===== src/ccp_pkg.sv =====
// package of register map, mode codes and field positions for the capture/compare/pwm unit
package ccp_pkg;
  localparam logic [7:0] UNIT_ONE_MODE_CONTROL_OFS = 8'h17;
  localparam logic [7:0] UNIT_TWO_MODE_CONTROL_OFS = 8'h1D;
  localparam logic [7:0] TIMER_COUNT_OFS = 8'h20;
  localparam logic [7:0] TIMER_CONTROL_OFS = 8'h21;
  localparam logic [7:0] FLAG_OFS = 8'h22;
  localparam logic [7:0] ENABLE_OFS = 8'h23;
  localparam logic [7:0] UNIT_ONE_VALUE_OFS = 8'h24;
  localparam logic [7:0] UNIT_TWO_VALUE_OFS = 8'h25;
  localparam logic [7:0] UNIT_ONE_DUTY_HIGH_OFS = 8'h26;
  localparam logic [7:0] UNIT_TWO_DUTY_HIGH_OFS = 8'h27;
  localparam logic [7:0] CTRL_RESET = 8'h00;
  localparam logic [7:0] CTRL_IMPL_MASK = 8'h3F;
  localparam int DUTY_LO_POS = 4;
  localparam int UNIT_ONE_FLAG_BIT = 2;
  localparam int UNIT_TWO_FLAG_BIT = 0;
  localparam int CONV_EN_BIT = 1;
  localparam int TMR_RUN_BIT = 0;
  localparam logic [3:0] MODE_OFF = 4'h0;
  localparam logic [3:0] MODE_CAP_FALL = 4'h4;
  localparam logic [3:0] MODE_CAP_RISE = 4'h5;
  localparam logic [3:0] MODE_CAP_RISE4 = 4'h6;
  localparam logic [3:0] MODE_CAP_RISE16 = 4'h7;
  localparam logic [3:0] MODE_CMP_SET = 4'h8;
  localparam logic [3:0] MODE_CMP_CLR = 4'h9;
  localparam logic [3:0] MODE_CMP_SOFT = 4'hA;
  localparam logic [3:0] MODE_CMP_SPECIAL = 4'hB;
  localparam logic [3:0] PRESCALE_FOUR = 4'h3;
  localparam logic [3:0] PRESCALE_SIXTEEN = 4'hF;
endpackage


===== src/ccp_unit.sv =====
// one capture/compare/pwm channel
`timescale 1ns/100ps
module ccp_unit
  import ccp_pkg::*;
(
  // clock and reset
  input wire logic clk,
  input wire logic rstn,
  // control
  input wire logic [7:0] ctrl,
  input wire logic [7:0] dutyHigh,
  input wire logic [15:0] timerCount,
  input wire logic [15:0] valueWr,
  input wire logic valueWe,
  // pin
  input wire logic pinIn,
  output logic pinOut,
  output logic pinOe,
  // status
  output logic [15:0] value,
  output logic unitEvent,
  output logic special
);
  logic pinPrev_r;
  logic [3:0] preCnt_r;
  logic [3:0] modePrev_r;
  logic [9:0] pwmCnt_r;
  logic [9:0] dutyLatch_r;
  logic [3:0] mode;
  logic isCap;
  logic isCmp;
  logic isPwm;
  logic rise;
  logic fall;
  logic preHit;
  logic capEv;
  logic match;
  logic [9:0] duty;
  assign mode = ctrl[3:0];
  assign isCap = mode[3:2] == 2'b01;
  assign isCmp = mode[3:2] == 2'b10;
  assign isPwm = mode[3:2] == 2'b11;
  // edge sensing ignores pin direction
  assign rise = pinIn & ~pinPrev_r;
  assign fall = ~pinIn & pinPrev_r;
  assign preHit = (mode == MODE_CAP_RISE4) ? (preCnt_r[1:0] == PRESCALE_FOUR[1:0]) :
                  (mode == MODE_CAP_RISE16) ? (preCnt_r == PRESCALE_SIXTEEN) : 1'b1;
  assign capEv = ((mode == MODE_CAP_FALL) & fall) |
                 ((mode == MODE_CAP_RISE) & rise) |
                 (((mode == MODE_CAP_RISE4) | (mode == MODE_CAP_RISE16)) & rise & preHit);
  assign match = isCmp & (timerCount == value);
  assign duty = {dutyHigh, ctrl[DUTY_LO_POS+1:DUTY_LO_POS]};
  assign pinOe = isCmp | isPwm;
  always_ff @(posedge clk) begin
    if (!rstn) begin
      pinPrev_r <= 1'b0;
      preCnt_r <= 4'h0;
      modePrev_r <= MODE_OFF;
      pwmCnt_r <= 10'h000;
      dutyLatch_r <= 10'h000;
      value <= 16'h0000;
      pinOut <= 1'b0;
      unitEvent <= 1'b0;
      special <= 1'b0;
    end else begin
      pinPrev_r <= pinIn;
      modePrev_r <= mode;
      unitEvent <= capEv | match;
      // one trigger per match: the timer reset lands a cycle later
      special <= match & (mode == MODE_CMP_SPECIAL) & ~special;
      if (mode == MODE_OFF) begin
        preCnt_r <= 4'h0;
        pwmCnt_r <= 10'h000;
        pinOut <= 1'b0;
      end else if (mode != modePrev_r) begin
        preCnt_r <= 4'h0;
      end else if (isCap & rise) begin
        preCnt_r <= preCnt_r + 4'h1;
      end
      if (capEv) begin
        value <= timerCount;
      end else if (valueWe) begin
        value <= valueWr;
      end
      if (match & (mode == MODE_CMP_SET)) begin
        pinOut <= 1'b1;
      end else if (match & (mode == MODE_CMP_CLR)) begin
        pinOut <= 1'b0;
      end else if (isPwm) begin
        pwmCnt_r <= pwmCnt_r + 10'h001;
        if (pwmCnt_r == 10'h3FF) begin
          dutyLatch_r <= duty;
        end
        pinOut <= (pwmCnt_r < dutyLatch_r);
      end
    end
  end
endmodule


===== src/ccp_top.sv =====
// wishbone register block holding two capture/compare/pwm units and a 16-bit timer
`timescale 1ns/100ps
module ccp_top
  import ccp_pkg::*;
(
  // clock and reset
  input wire logic clk,
  input wire logic rstn,
  // wishbone slave
  input wire logic wb_cyc_i,
  input wire logic wb_stb_i,
  input wire logic wb_we_i,
  input wire logic [9:0] wb_adr_i,
  input wire logic [3:0] wb_sel_i,
  input wire logic [31:0] wb_dat_i,
  output logic [31:0] wb_dat_o,
  output logic wb_ack_o,
  output logic wb_err_o,
  // unit pins
  input wire logic unitPinOneIn,
  output logic unitPinOneOut,
  output logic unitPinOneOe,
  input wire logic unitPinTwoIn,
  output logic unitPinTwoOut,
  output logic unitPinTwoOe,
  // converter start
  output logic convStart
);
  logic [7:0] ctrlOne_r;
  logic [7:0] ctrlTwo_r;
  logic [7:0] dutyOne_r;
  logic [7:0] dutyTwo_r;
  logic [15:0] timer_r;
  logic [7:0] tmrCtrl_r;
  logic [7:0] flag_r;
  logic [7:0] enable_r;
  logic [15:0] valOne;
  logic [15:0] valTwo;
  logic evOne;
  logic evTwo;
  logic spOne;
  logic spTwo;
  logic outOne;
  logic outTwo;
  logic oeOne;
  logic oeTwo;
  logic [7:0] wordIdx;
  logic req;
  logic wr;
  logic mapped;
  logic [31:0] rdData;
  logic lane0;
  logic lane1;
  logic [7:0] flagWr;
  logic [15:0] valWr;

  function automatic logic hit(input logic [7:0] idx, input logic [7:0] ofs);
    hit = (idx == ofs);
  endfunction

  assign wordIdx = wb_adr_i[9:2];
  assign req = wb_cyc_i & wb_stb_i & ~wb_ack_o & ~wb_err_o;
  assign wr = req & wb_we_i & mapped;
  assign lane0 = wb_sel_i[0];
  assign lane1 = wb_sel_i[1];
  assign mapped = hit(wordIdx, UNIT_ONE_MODE_CONTROL_OFS) | hit(wordIdx, UNIT_TWO_MODE_CONTROL_OFS) |
                  hit(wordIdx, TIMER_COUNT_OFS) | hit(wordIdx, TIMER_CONTROL_OFS) |
                  hit(wordIdx, FLAG_OFS) | hit(wordIdx, ENABLE_OFS) |
                  hit(wordIdx, UNIT_ONE_VALUE_OFS) | hit(wordIdx, UNIT_TWO_VALUE_OFS) |
                  hit(wordIdx, UNIT_ONE_DUTY_HIGH_OFS) | hit(wordIdx, UNIT_TWO_DUTY_HIGH_OFS);
  assign valWr = {lane1 ? wb_dat_i[15:8] : 8'h00, lane0 ? wb_dat_i[7:0] : 8'h00};

  always_comb begin
    if (hit(wordIdx, UNIT_ONE_MODE_CONTROL_OFS)) begin
      rdData = {24'h000000, ctrlOne_r & CTRL_IMPL_MASK};
    end else if (hit(wordIdx, UNIT_TWO_MODE_CONTROL_OFS)) begin
      rdData = {24'h000000, ctrlTwo_r & CTRL_IMPL_MASK};
    end else if (hit(wordIdx, TIMER_COUNT_OFS)) begin
      rdData = {16'h0000, timer_r};
    end else if (hit(wordIdx, TIMER_CONTROL_OFS)) begin
      rdData = {24'h000000, tmrCtrl_r};
    end else if (hit(wordIdx, FLAG_OFS)) begin
      rdData = {24'h000000, flag_r};
    end else if (hit(wordIdx, ENABLE_OFS)) begin
      rdData = {24'h000000, enable_r};
    end else if (hit(wordIdx, UNIT_ONE_VALUE_OFS)) begin
      rdData = {16'h0000, valOne};
    end else if (hit(wordIdx, UNIT_TWO_VALUE_OFS)) begin
      rdData = {16'h0000, valTwo};
    end else if (hit(wordIdx, UNIT_ONE_DUTY_HIGH_OFS)) begin
      rdData = {24'h000000, dutyOne_r};
    end else if (hit(wordIdx, UNIT_TWO_DUTY_HIGH_OFS)) begin
      rdData = {24'h000000, dutyTwo_r};
    end else begin
      rdData = 32'h00000000;
    end
  end

  // flag write: software value, then hardware events win
  always_comb begin
    flagWr = flag_r;
    if (wr & lane0 & hit(wordIdx, FLAG_OFS)) begin
      flagWr = wb_dat_i[7:0];
    end
    if (evOne) begin
      flagWr[UNIT_ONE_FLAG_BIT] = 1'b1;
    end
    if (evTwo) begin
      flagWr[UNIT_TWO_FLAG_BIT] = 1'b1;
    end
  end

  // bus answer, one cycle after the request
  always_ff @(posedge clk) begin
    if (!rstn) begin
      wb_ack_o <= 1'b0;
      wb_err_o <= 1'b0;
      wb_dat_o <= 32'h00000000;
    end else begin
      wb_ack_o <= req & mapped;
      wb_err_o <= req & ~mapped;
      wb_dat_o <= (req & mapped & ~wb_we_i) ? rdData : 32'h00000000;
    end
  end

  always_ff @(posedge clk) begin
    if (!rstn) begin
      ctrlOne_r <= CTRL_RESET;
      ctrlTwo_r <= CTRL_RESET;
      dutyOne_r <= 8'h00;
      dutyTwo_r <= 8'h00;
      tmrCtrl_r <= 8'h00;
      enable_r <= 8'h00;
      flag_r <= 8'h00;
    end else begin
      flag_r <= flagWr;
      if (wr & lane0) begin
        if (hit(wordIdx, UNIT_ONE_MODE_CONTROL_OFS)) begin
          ctrlOne_r <= wb_dat_i[7:0] & CTRL_IMPL_MASK;
        end
        if (hit(wordIdx, UNIT_TWO_MODE_CONTROL_OFS)) begin
          ctrlTwo_r <= wb_dat_i[7:0] & CTRL_IMPL_MASK;
        end
        if (hit(wordIdx, UNIT_ONE_DUTY_HIGH_OFS)) begin
          dutyOne_r <= wb_dat_i[7:0];
        end
        if (hit(wordIdx, UNIT_TWO_DUTY_HIGH_OFS)) begin
          dutyTwo_r <= wb_dat_i[7:0];
        end
        if (hit(wordIdx, TIMER_CONTROL_OFS)) begin
          tmrCtrl_r <= wb_dat_i[7:0];
        end
        if (hit(wordIdx, ENABLE_OFS)) begin
          enable_r <= wb_dat_i[7:0];
        end
      end
    end
  end

  // timer: special-event match resets, else counts when running
  always_ff @(posedge clk) begin
    if (!rstn) begin
      timer_r <= 16'h0000;
      convStart <= 1'b0;
    end else begin
      convStart <= spTwo & tmrCtrl_r[CONV_EN_BIT];
      if (spOne | spTwo) begin
        timer_r <= 16'h0000;
      end else if (wr & hit(wordIdx, TIMER_COUNT_OFS)) begin
        timer_r <= valWr;
      end else if (tmrCtrl_r[TMR_RUN_BIT]) begin
        timer_r <= timer_r + 16'h0001;
      end
    end
  end

  always_ff @(posedge clk) begin
    if (!rstn) begin
      unitPinOneOut <= 1'b0;
      unitPinOneOe <= 1'b0;
      unitPinTwoOut <= 1'b0;
      unitPinTwoOe <= 1'b0;
    end else begin
      unitPinOneOut <= outOne;
      unitPinOneOe <= oeOne;
      unitPinTwoOut <= outTwo;
      unitPinTwoOe <= oeTwo;
    end
  end

  ccp_unit unitOne (
    .clk(clk),
    .rstn(rstn),
    .ctrl(ctrlOne_r),
    .dutyHigh(dutyOne_r),
    .timerCount(timer_r),
    .valueWr(valWr),
    .valueWe(wr & hit(wordIdx, UNIT_ONE_VALUE_OFS)),
    .pinIn(unitPinOneIn),
    .pinOut(outOne),
    .pinOe(oeOne),
    .value(valOne),
    .unitEvent(evOne),
    .special(spOne)
  );

  ccp_unit unitTwo (
    .clk(clk),
    .rstn(rstn),
    .ctrl(ctrlTwo_r),
    .dutyHigh(dutyTwo_r),
    .timerCount(timer_r),
    .valueWr(valWr),
    .valueWe(wr & hit(wordIdx, UNIT_TWO_VALUE_OFS)),
    .pinIn(unitPinTwoIn),
    .pinOut(outTwo),
    .pinOe(oeTwo),
    .value(valTwo),
    .unitEvent(evTwo),
    .special(spTwo)
  );
endmodule


===== config.mk =====
export PLATFORM = sky130hd
export DESIGN_NAME = ccp_top
export DESIGN_NICKNAME = d
export VERILOG_FILES = /design/src/ccp_pkg.sv /design/src/ccp_unit.sv /design/src/ccp_top.sv
export SDC_FILE = /design/constraint.sdc
export NUM_CORES = 1
export LEC_CHECK = 0
export BUFFER_PORTS_ARGS = -buffer_cell sky130_fd_sc_hd__buf_2
export CAP_MARGIN = 20
export CORE_MARGIN = 2
export CORE_UTILIZATION = 50
export DETAILED_ROUTE_END_ITERATION = 12
export PLACE_DENSITY = 0.67
export SETUP_SLACK_MARGIN = 0.2
export SYNTH_ARGS = -nofsm -noshare
export SYNTH_HDL_FRONTEND = slang
export SYNTH_SLANG_ARGS = --single-unit

===== constraint.sdc =====
create_clock -name clk -period 5.51 [get_ports clk]
set_input_delay 0.551 -clock clk [delete_from_list [all_inputs] [get_ports clk]]
set_output_delay 0.551 -clock clk [all_outputs]
set_load 0.03 [all_outputs]

# After elaboration in Yosys (flattened, before gate mapping)
# Cells that the tools add are included.
# word_totals
regBits,203
wordCells,223
# op_classes
add_sub_neg,5
n_bitwise,74
n_reduce_logical,23
n_mux,41
n_eq_ne,40
order_cmp,2
# ops
cell,n
two-way mux 16 bit,12
two-way mux 10 bit,8
== test 8 x 6 -> 1 bit (second input constant),8
AND 1 bit,38
== test 16 bit,2
== test 4 x 3 -> 1 bit (second input constant),8
== test 4 bit (second input constant),8
two-way mux 8 bit,4
adder 10 x 1 -> 10 bit (second input constant),2
== test 10 bit (second input constant),2
less-than comparator 10 bit,2
bitwise OR 1 bit,20
adder 16 x 1 -> 16 bit (second input constant),1
== test 8 x 5 -> 1 bit (second input constant),2
NOT 1 bit,16
two-way mux 1 bit,14
AND reduction 2 bit,7
== test 2 bit (second input constant),6
two-way mux 6 bit,2
OR reduction 11 bit,1
nonzero test 2 bit,5
adder 4 x 1 -> 4 bit (second input constant),2
zero test 4 bit,2
inequality test 4 bit,2
7 further kinds,11

# Logic depth before layout (Yosys ltp)
# logic_depth
ltp_word,15
depth_mapped,8
mapped_depth_nobuf,8

# By module
# A second synthesis with hierarchy kept.
# unflattened
cells_unflattened,1065
area_unflattened_um2,9925.8
# by_module_without_submodules
mod,seq_area_each_um2,area_each_um2,instances,cells_each
ccp_top,1821.7,4768.3,1,518
ccp_unit (unitOne),960.9,2591.2,1,278
ccp_unit (unitTwo),960.9,2566.2,1,269

# Worst setup path after synthesis
# No wires, ideal clock.
# synth_path
kind,input -> register
from,input port wb_adr_i[9]
to,register ctrlOne_r[2]
setup_time_ns,0.074
t_arrival_ns,2.260
cell_stages,7
slack_ns,3.176
t_required_ns,5.436
path_cell_list,or4b_4 > or2_1 > or3_4 > a211oi_4 > buf_6 > nand3_1 > o21ai_0
# synth_between
elab_chain_len,13
# synth_rtl
element,line_no,rtl
start: declaration,ccp_top.sv:13,"input wire logic [9:0] wb_adr_i,"
== test 8 x 5 -> 1 bit,ccp_top.sv:58,hit = (idx == ofs);
bitwise OR 1 bit (2 in series),ccp_top.sv:66,"assign mapped = hit(wordIdx, UNIT_ONE_MODE_CONTROL_OFS) | hit(wordIdx, UNIT_TWO_MODE_CONTROL_OFS) |"
bitwise OR 1 bit (2 in series),ccp_top.sv:67,"hit(wordIdx, TIMER_COUNT_OFS) | hit(wordIdx, TIMER_CONTROL_OFS) |"
bitwise OR 1 bit (2 in series),ccp_top.sv:68,"hit(wordIdx, FLAG_OFS) | hit(wordIdx, ENABLE_OFS) |"
bitwise OR 1 bit (2 in series),ccp_top.sv:69,"hit(wordIdx, UNIT_ONE_VALUE_OFS) | hit(wordIdx, UNIT_TWO_VALUE_OFS) |"
bitwise OR 1 bit,ccp_top.sv:70,"hit(wordIdx, UNIT_ONE_DUTY_HIGH_OFS) | hit(wordIdx, UNIT_TWO_DUTY_HIGH_OFS);"
AND 1 bit,ccp_top.sv:63,assign wr = req & wb_we_i & mapped;
AND 1 bit,ccp_top.sv:137,if (wr & lane0) begin
AND reduction 2 bit (no line) (*),-,
end signal: assignment,ccp_top.sv:139,ctrlOne_r <= wb_dat_i[7:0] & CTRL_IMPL_MASK;
end: declaration,ccp_top.sv:29,logic [7:0] ctrlOne_r;
# Every way passes the cells marked *; elsewhere a longest branch is shown, timed or not.
# A chain may end at the register's enable or synchronous reset.

# Final worst setup path
# layout_path
from,input port wb_adr_i[4]
to,register wb_dat_o[6]
# layout_between
elab_chain_len,14
# layout_rtl
element,line_no,rtl
== test 8 x 5 -> 1 bit,ccp_top.sv:58,
bitwise OR 1 bit (2 in series),ccp_top.sv:66,
bitwise OR 1 bit (2 in series),ccp_top.sv:67,
bitwise OR 1 bit (2 in series),ccp_top.sv:68,
bitwise OR 1 bit (2 in series),ccp_top.sv:69,
bitwise OR 1 bit,ccp_top.sv:70,
AND 1 bit (2 in series),ccp_top.sv:122,wb_dat_o <= (req & mapped & ~wb_we_i) ? rdData : 32'h00000000;
NOT 1 bit (no line),-,
OR reduction 4 bit (no line),-,
end signal: assignment,ccp_top.sv:122,
end: declaration,ccp_top.sv:16,"output logic [31:0] wb_dat_o,"
# Several ways; a longest one is shown, not always the timed one.

==> summary.txt <==
Global routing
  – Largest net degree at the start of global routing: 80
  – First-pass GRT wire length: 39000 um
  – GRT Overall Usage: 0.253
  – Vias in the first global route: 7055
  – Initial antenna violation count: 3
  – Total gr overflow: 0

CTS
  – CTS tree: done
  – Clk_lat worst skew: 0.44 ns
  – CTS H-tree depth: 4
  – CTS sink cnt: 187
  – Cts hold-fix bufs: 0
  – Root Driver: clkbuf_16
  – # resized after CTS: 0
  – Clock Path Buffers: 2
  – Clk slew on worst S/H paths: 0.07 ns
  – Num CTS Buffers: 17
  – Post-CTS setup buffer count: 0

Placement
  – Placed Cells: 1327
  – Pre-CTS setup slack: 2.28 ns
  – Hpwl dp: 17300 um
  – Post-DP Area: 0.00961 sq mm
  – PortBufs: 55
  – Routability-driven placement congestion ratio: 0.920

Routing
  – DR pass1 iterations: 6
  – Post-route DRC violation count: 0
  – Total wire length: 24500 um
  – Drt initial violations: 796
  – Routed Antenna Nets: 0
  – WL/cell: 18.0 um
  – DR vias: 7870
  – Via count normalized by instance count: 5.78

Job
  – Max_cap viols: 0

Critical path
  – Worst-path cell chain: buf_2 -> or4b_4 -> nor4b_4 -> o21ba_2 -> nand2b_1 -> nand2b_1 -> a211oi_1
  – CP max stage delay: 0.56 ns
  – Crit Path Max Fanout: 21
  – Startpoint types: input pin
  – Worst path required time: 5.81 ns
  – Type of the worst setup path: input pin to flop
  – CP dominant cell by count: nand2b_1
  – Critical Path AT: 3.03 ns
  – Slowest CP cell: or4b_4
  – Crit end category: flop

Synthesis
  – Unique cell type count in the Yosys netlist: 66
  – Ys async rst share: 0
  – Post-synth top area share: 0.400
  – Top post-synthesis cells by area: dfxtp_1, mux2i_1, nand2_1, a21oi_1, nor2_1
  – Avg Inst Size Synth: 8.40 sq um
  – #FFs+latches synth: 187
  – Synth Flop Type: dfxtp_1
  – YS warnings: 0
  – Cells after synthesis: 1113
  – Post-Syn Area: 0.00935 sq mm
  – Number of flops mapped to enable cells by yosys: 0
  – Synth area leader: dfxtp_1
  – Sequential element share of the synthesized area: 0.400

STA
  – Slew Limit Headroom: 0.249
  – Final hold vios: 0
  – Least-Margin Pin Slew: 1.12 ns
  – Fin. max-slew vios: 0
  – Final worst path period need: 2.73 ns
  – RSZ-0062 raised after global routing: no
  – Final WS setup: 2.78 ns
  – Share of the clock period used by the worst path: 0.496
  – Min Hold Slack: 0.340 ns
  – Fmax: 366 MHz
  – Number of setup violations in the final report: 0
  – Max Clock Skew: 0.00816 ns
  – Post-route setup TNS: 0 ns

Floorplan
  – Std-Cell Rows: 50
  – Core area: 0.0185 sq mm
  – I/O Pins: 92
  – Initial Utilization: 0.505
  – Die H: 141 um
  – Die width: 141 um
  – Die Footprint: 0.0198 sq mm

Finish
  – Share of cells above drive strength 1: 0.106
  – Area growth syn-to-layout: 9.83%
  – Layout Cell Area excl Fill: 0.0103 sq mm
  – Total Nets Final: 1188
  – Non-Filler Instances: 1362

Run status
  – Status: finished clean

Power and ir drop
  – Worst-case vdd ir drop: 0.188 mV
  – Power per cell area: 276 mW/mm^2
  – Pleak: 3.77 nW

Min path
  – Hold crit path type: input pin to flop
[cell usage in the layout (no fill, tap or decap), drive strengths merged, types with 9 or more instances in the layout]
master,instances
nand3,42
a211oi,20
ha,23
xor2,26
nand4,13
buf,64
nand2,130
o21ai,69
xnor2,36
inv,39
nor2,96
clkbuf,19
and3,10
dfxtp,187
and2,26
conb,16
a21oi,90
nand2b,13
nor4,9
mux2i,69
nor3,18
[worst paths after layout]
kind	startpoint	endpoint	slack, ns	depth (start not counted)
setup / recovery	wb_adr_i[4]	wb_dat_o[6]$_SDFF_PP0_	2.78	7
hold / removal	unitPinOneIn	unitOne.pinPrev_r$_SDFF_PN0_	0.34	2
setup reg to reg	timer_r[9]$_SDFFE_PP0P_	unitOne.special$_SDFF_PN0_	3.07	5
hold reg to reg	unitOne.special$_SDFF_PN0_	unitOne.special$_SDFF_PN0_	0.43	1
[metrics by stage]
step,utilization,power [mW]
finish,0.555,2.83
floorplan,-,1.47
CTS,0.554,2.85
global route,0.554,2.92
global placement,0.518,1.50
detailed placement,0.519,1.50
[Yosys cell counts (3+ instances only)]
| cell type | count |
|---|---|
| nor3_1 | 16 |
| a311oi_1 | 7 |
| o21ai_0 | 69 |
| nand2b_1 | 13 |
| buf_1 | 4 |
| a22oi_1 | 8 |
| and3_1 | 10 |
| ha_1 | 23 |
| o2111ai_1 | 3 |
| nand3_1 | 42 |
| xnor2_1 | 36 |
| a2111oi_0 | 3 |
| nor2_1 | 96 |
| nand2_1 | 130 |
| mux2i_1 | 69 |
| clkbuf_1 | 65 |
| a211oi_1 | 19 |
| mux2_2 | 5 |
| nor4b_1 | 3 |
| buf_2 | 12 |
| and4_1 | 3 |
| o22ai_1 | 4 |
| and2_1 | 26 |
| mux4_2 | 5 |
| nand4_1 | 13 |
| o31ai_1 | 3 |
| a221oi_1 | 8 |
| buf_4 | 17 |
| or4_1 | 3 |
| xor2_1 | 26 |
| a31oi_1 | 6 |
| a21oi_1 | 90 |
| nor2b_1 | 5 |
| dfxtp_1 | 187 |
| nor4_1 | 8 |
| inv_1 | 36 |
| a222oi_1 | 4 |
[critical path, delay by kind of cell]
kind                   cells  cell delay (ns)
buffers and inverters      1             0.32
AO/OA/AOI/OAI              2             0.64
AND/OR/NAND/NOR            4             1.51
[routing by layer]
layer	up-vias	global-route usage	wire, um	share of wire
li1	3862	-	-	-
met1	3691	0.368	11300	0.46
met2	275	0.371	10700	0.43
met3	40	0.0513	2010	0.082
met4	2	0.0937	522	0.021
met5	-	0	11	0.00045
[power by group]
part           switching [mW]  leakage [nW]  internal, mW
Sequential           0.000807          1.51          1.35
Clock                   0.545         0.314         0.822
Combinational          0.0871          1.95        0.0286
Total                   0.633          3.77          2.20
[final cells by class]
type                    count  area (sq um)
fillers                  1683          8250
multi-input cells         805          5080
flip-flops and latches    187          3740
clock buffers              19           443
repair buffers             64           350
well taps                 234           293
clock inverters            13           214
inverters                  37           139
diodes                      3          7.51
[cells by family (layout without fill, tap and decap cells)]
| kind of cell | Yosys count | count (layout) | synth area share |
|---|---|---|---|
| AOI/OAI and AO/OA | 241 | 241 | 0.157 |
| xor gates and xnor gates | 62 | 62 | 0.0581 |
| adders and majority gates | 23 | 23 | 0.0308 |
| buffers and inverters | 136 | 133 | 0.0638 |
| DFF | 187 | 187 | 0.400 |
| muxes | 79 | 79 | 0.0919 |
| other | 1 | 19 | 0.000401 |
| and+or+nand+nor | 384 | 384 | 0.198 |
[flip-flops by register name (all words and copies together) (netlist names), 10 cells and up]
name / cells
unitTwo.dutyLatch_r: 10
unitTwo.pwmCnt_r: 10
unitTwo.value: 16
unitOne.pwmCnt_r: 10
unitOne.value: 16
unitOne.dutyLatch_r: 10
wb_dat_o: 16
timer_r: 16
Power figures use the tool's default switching activity.
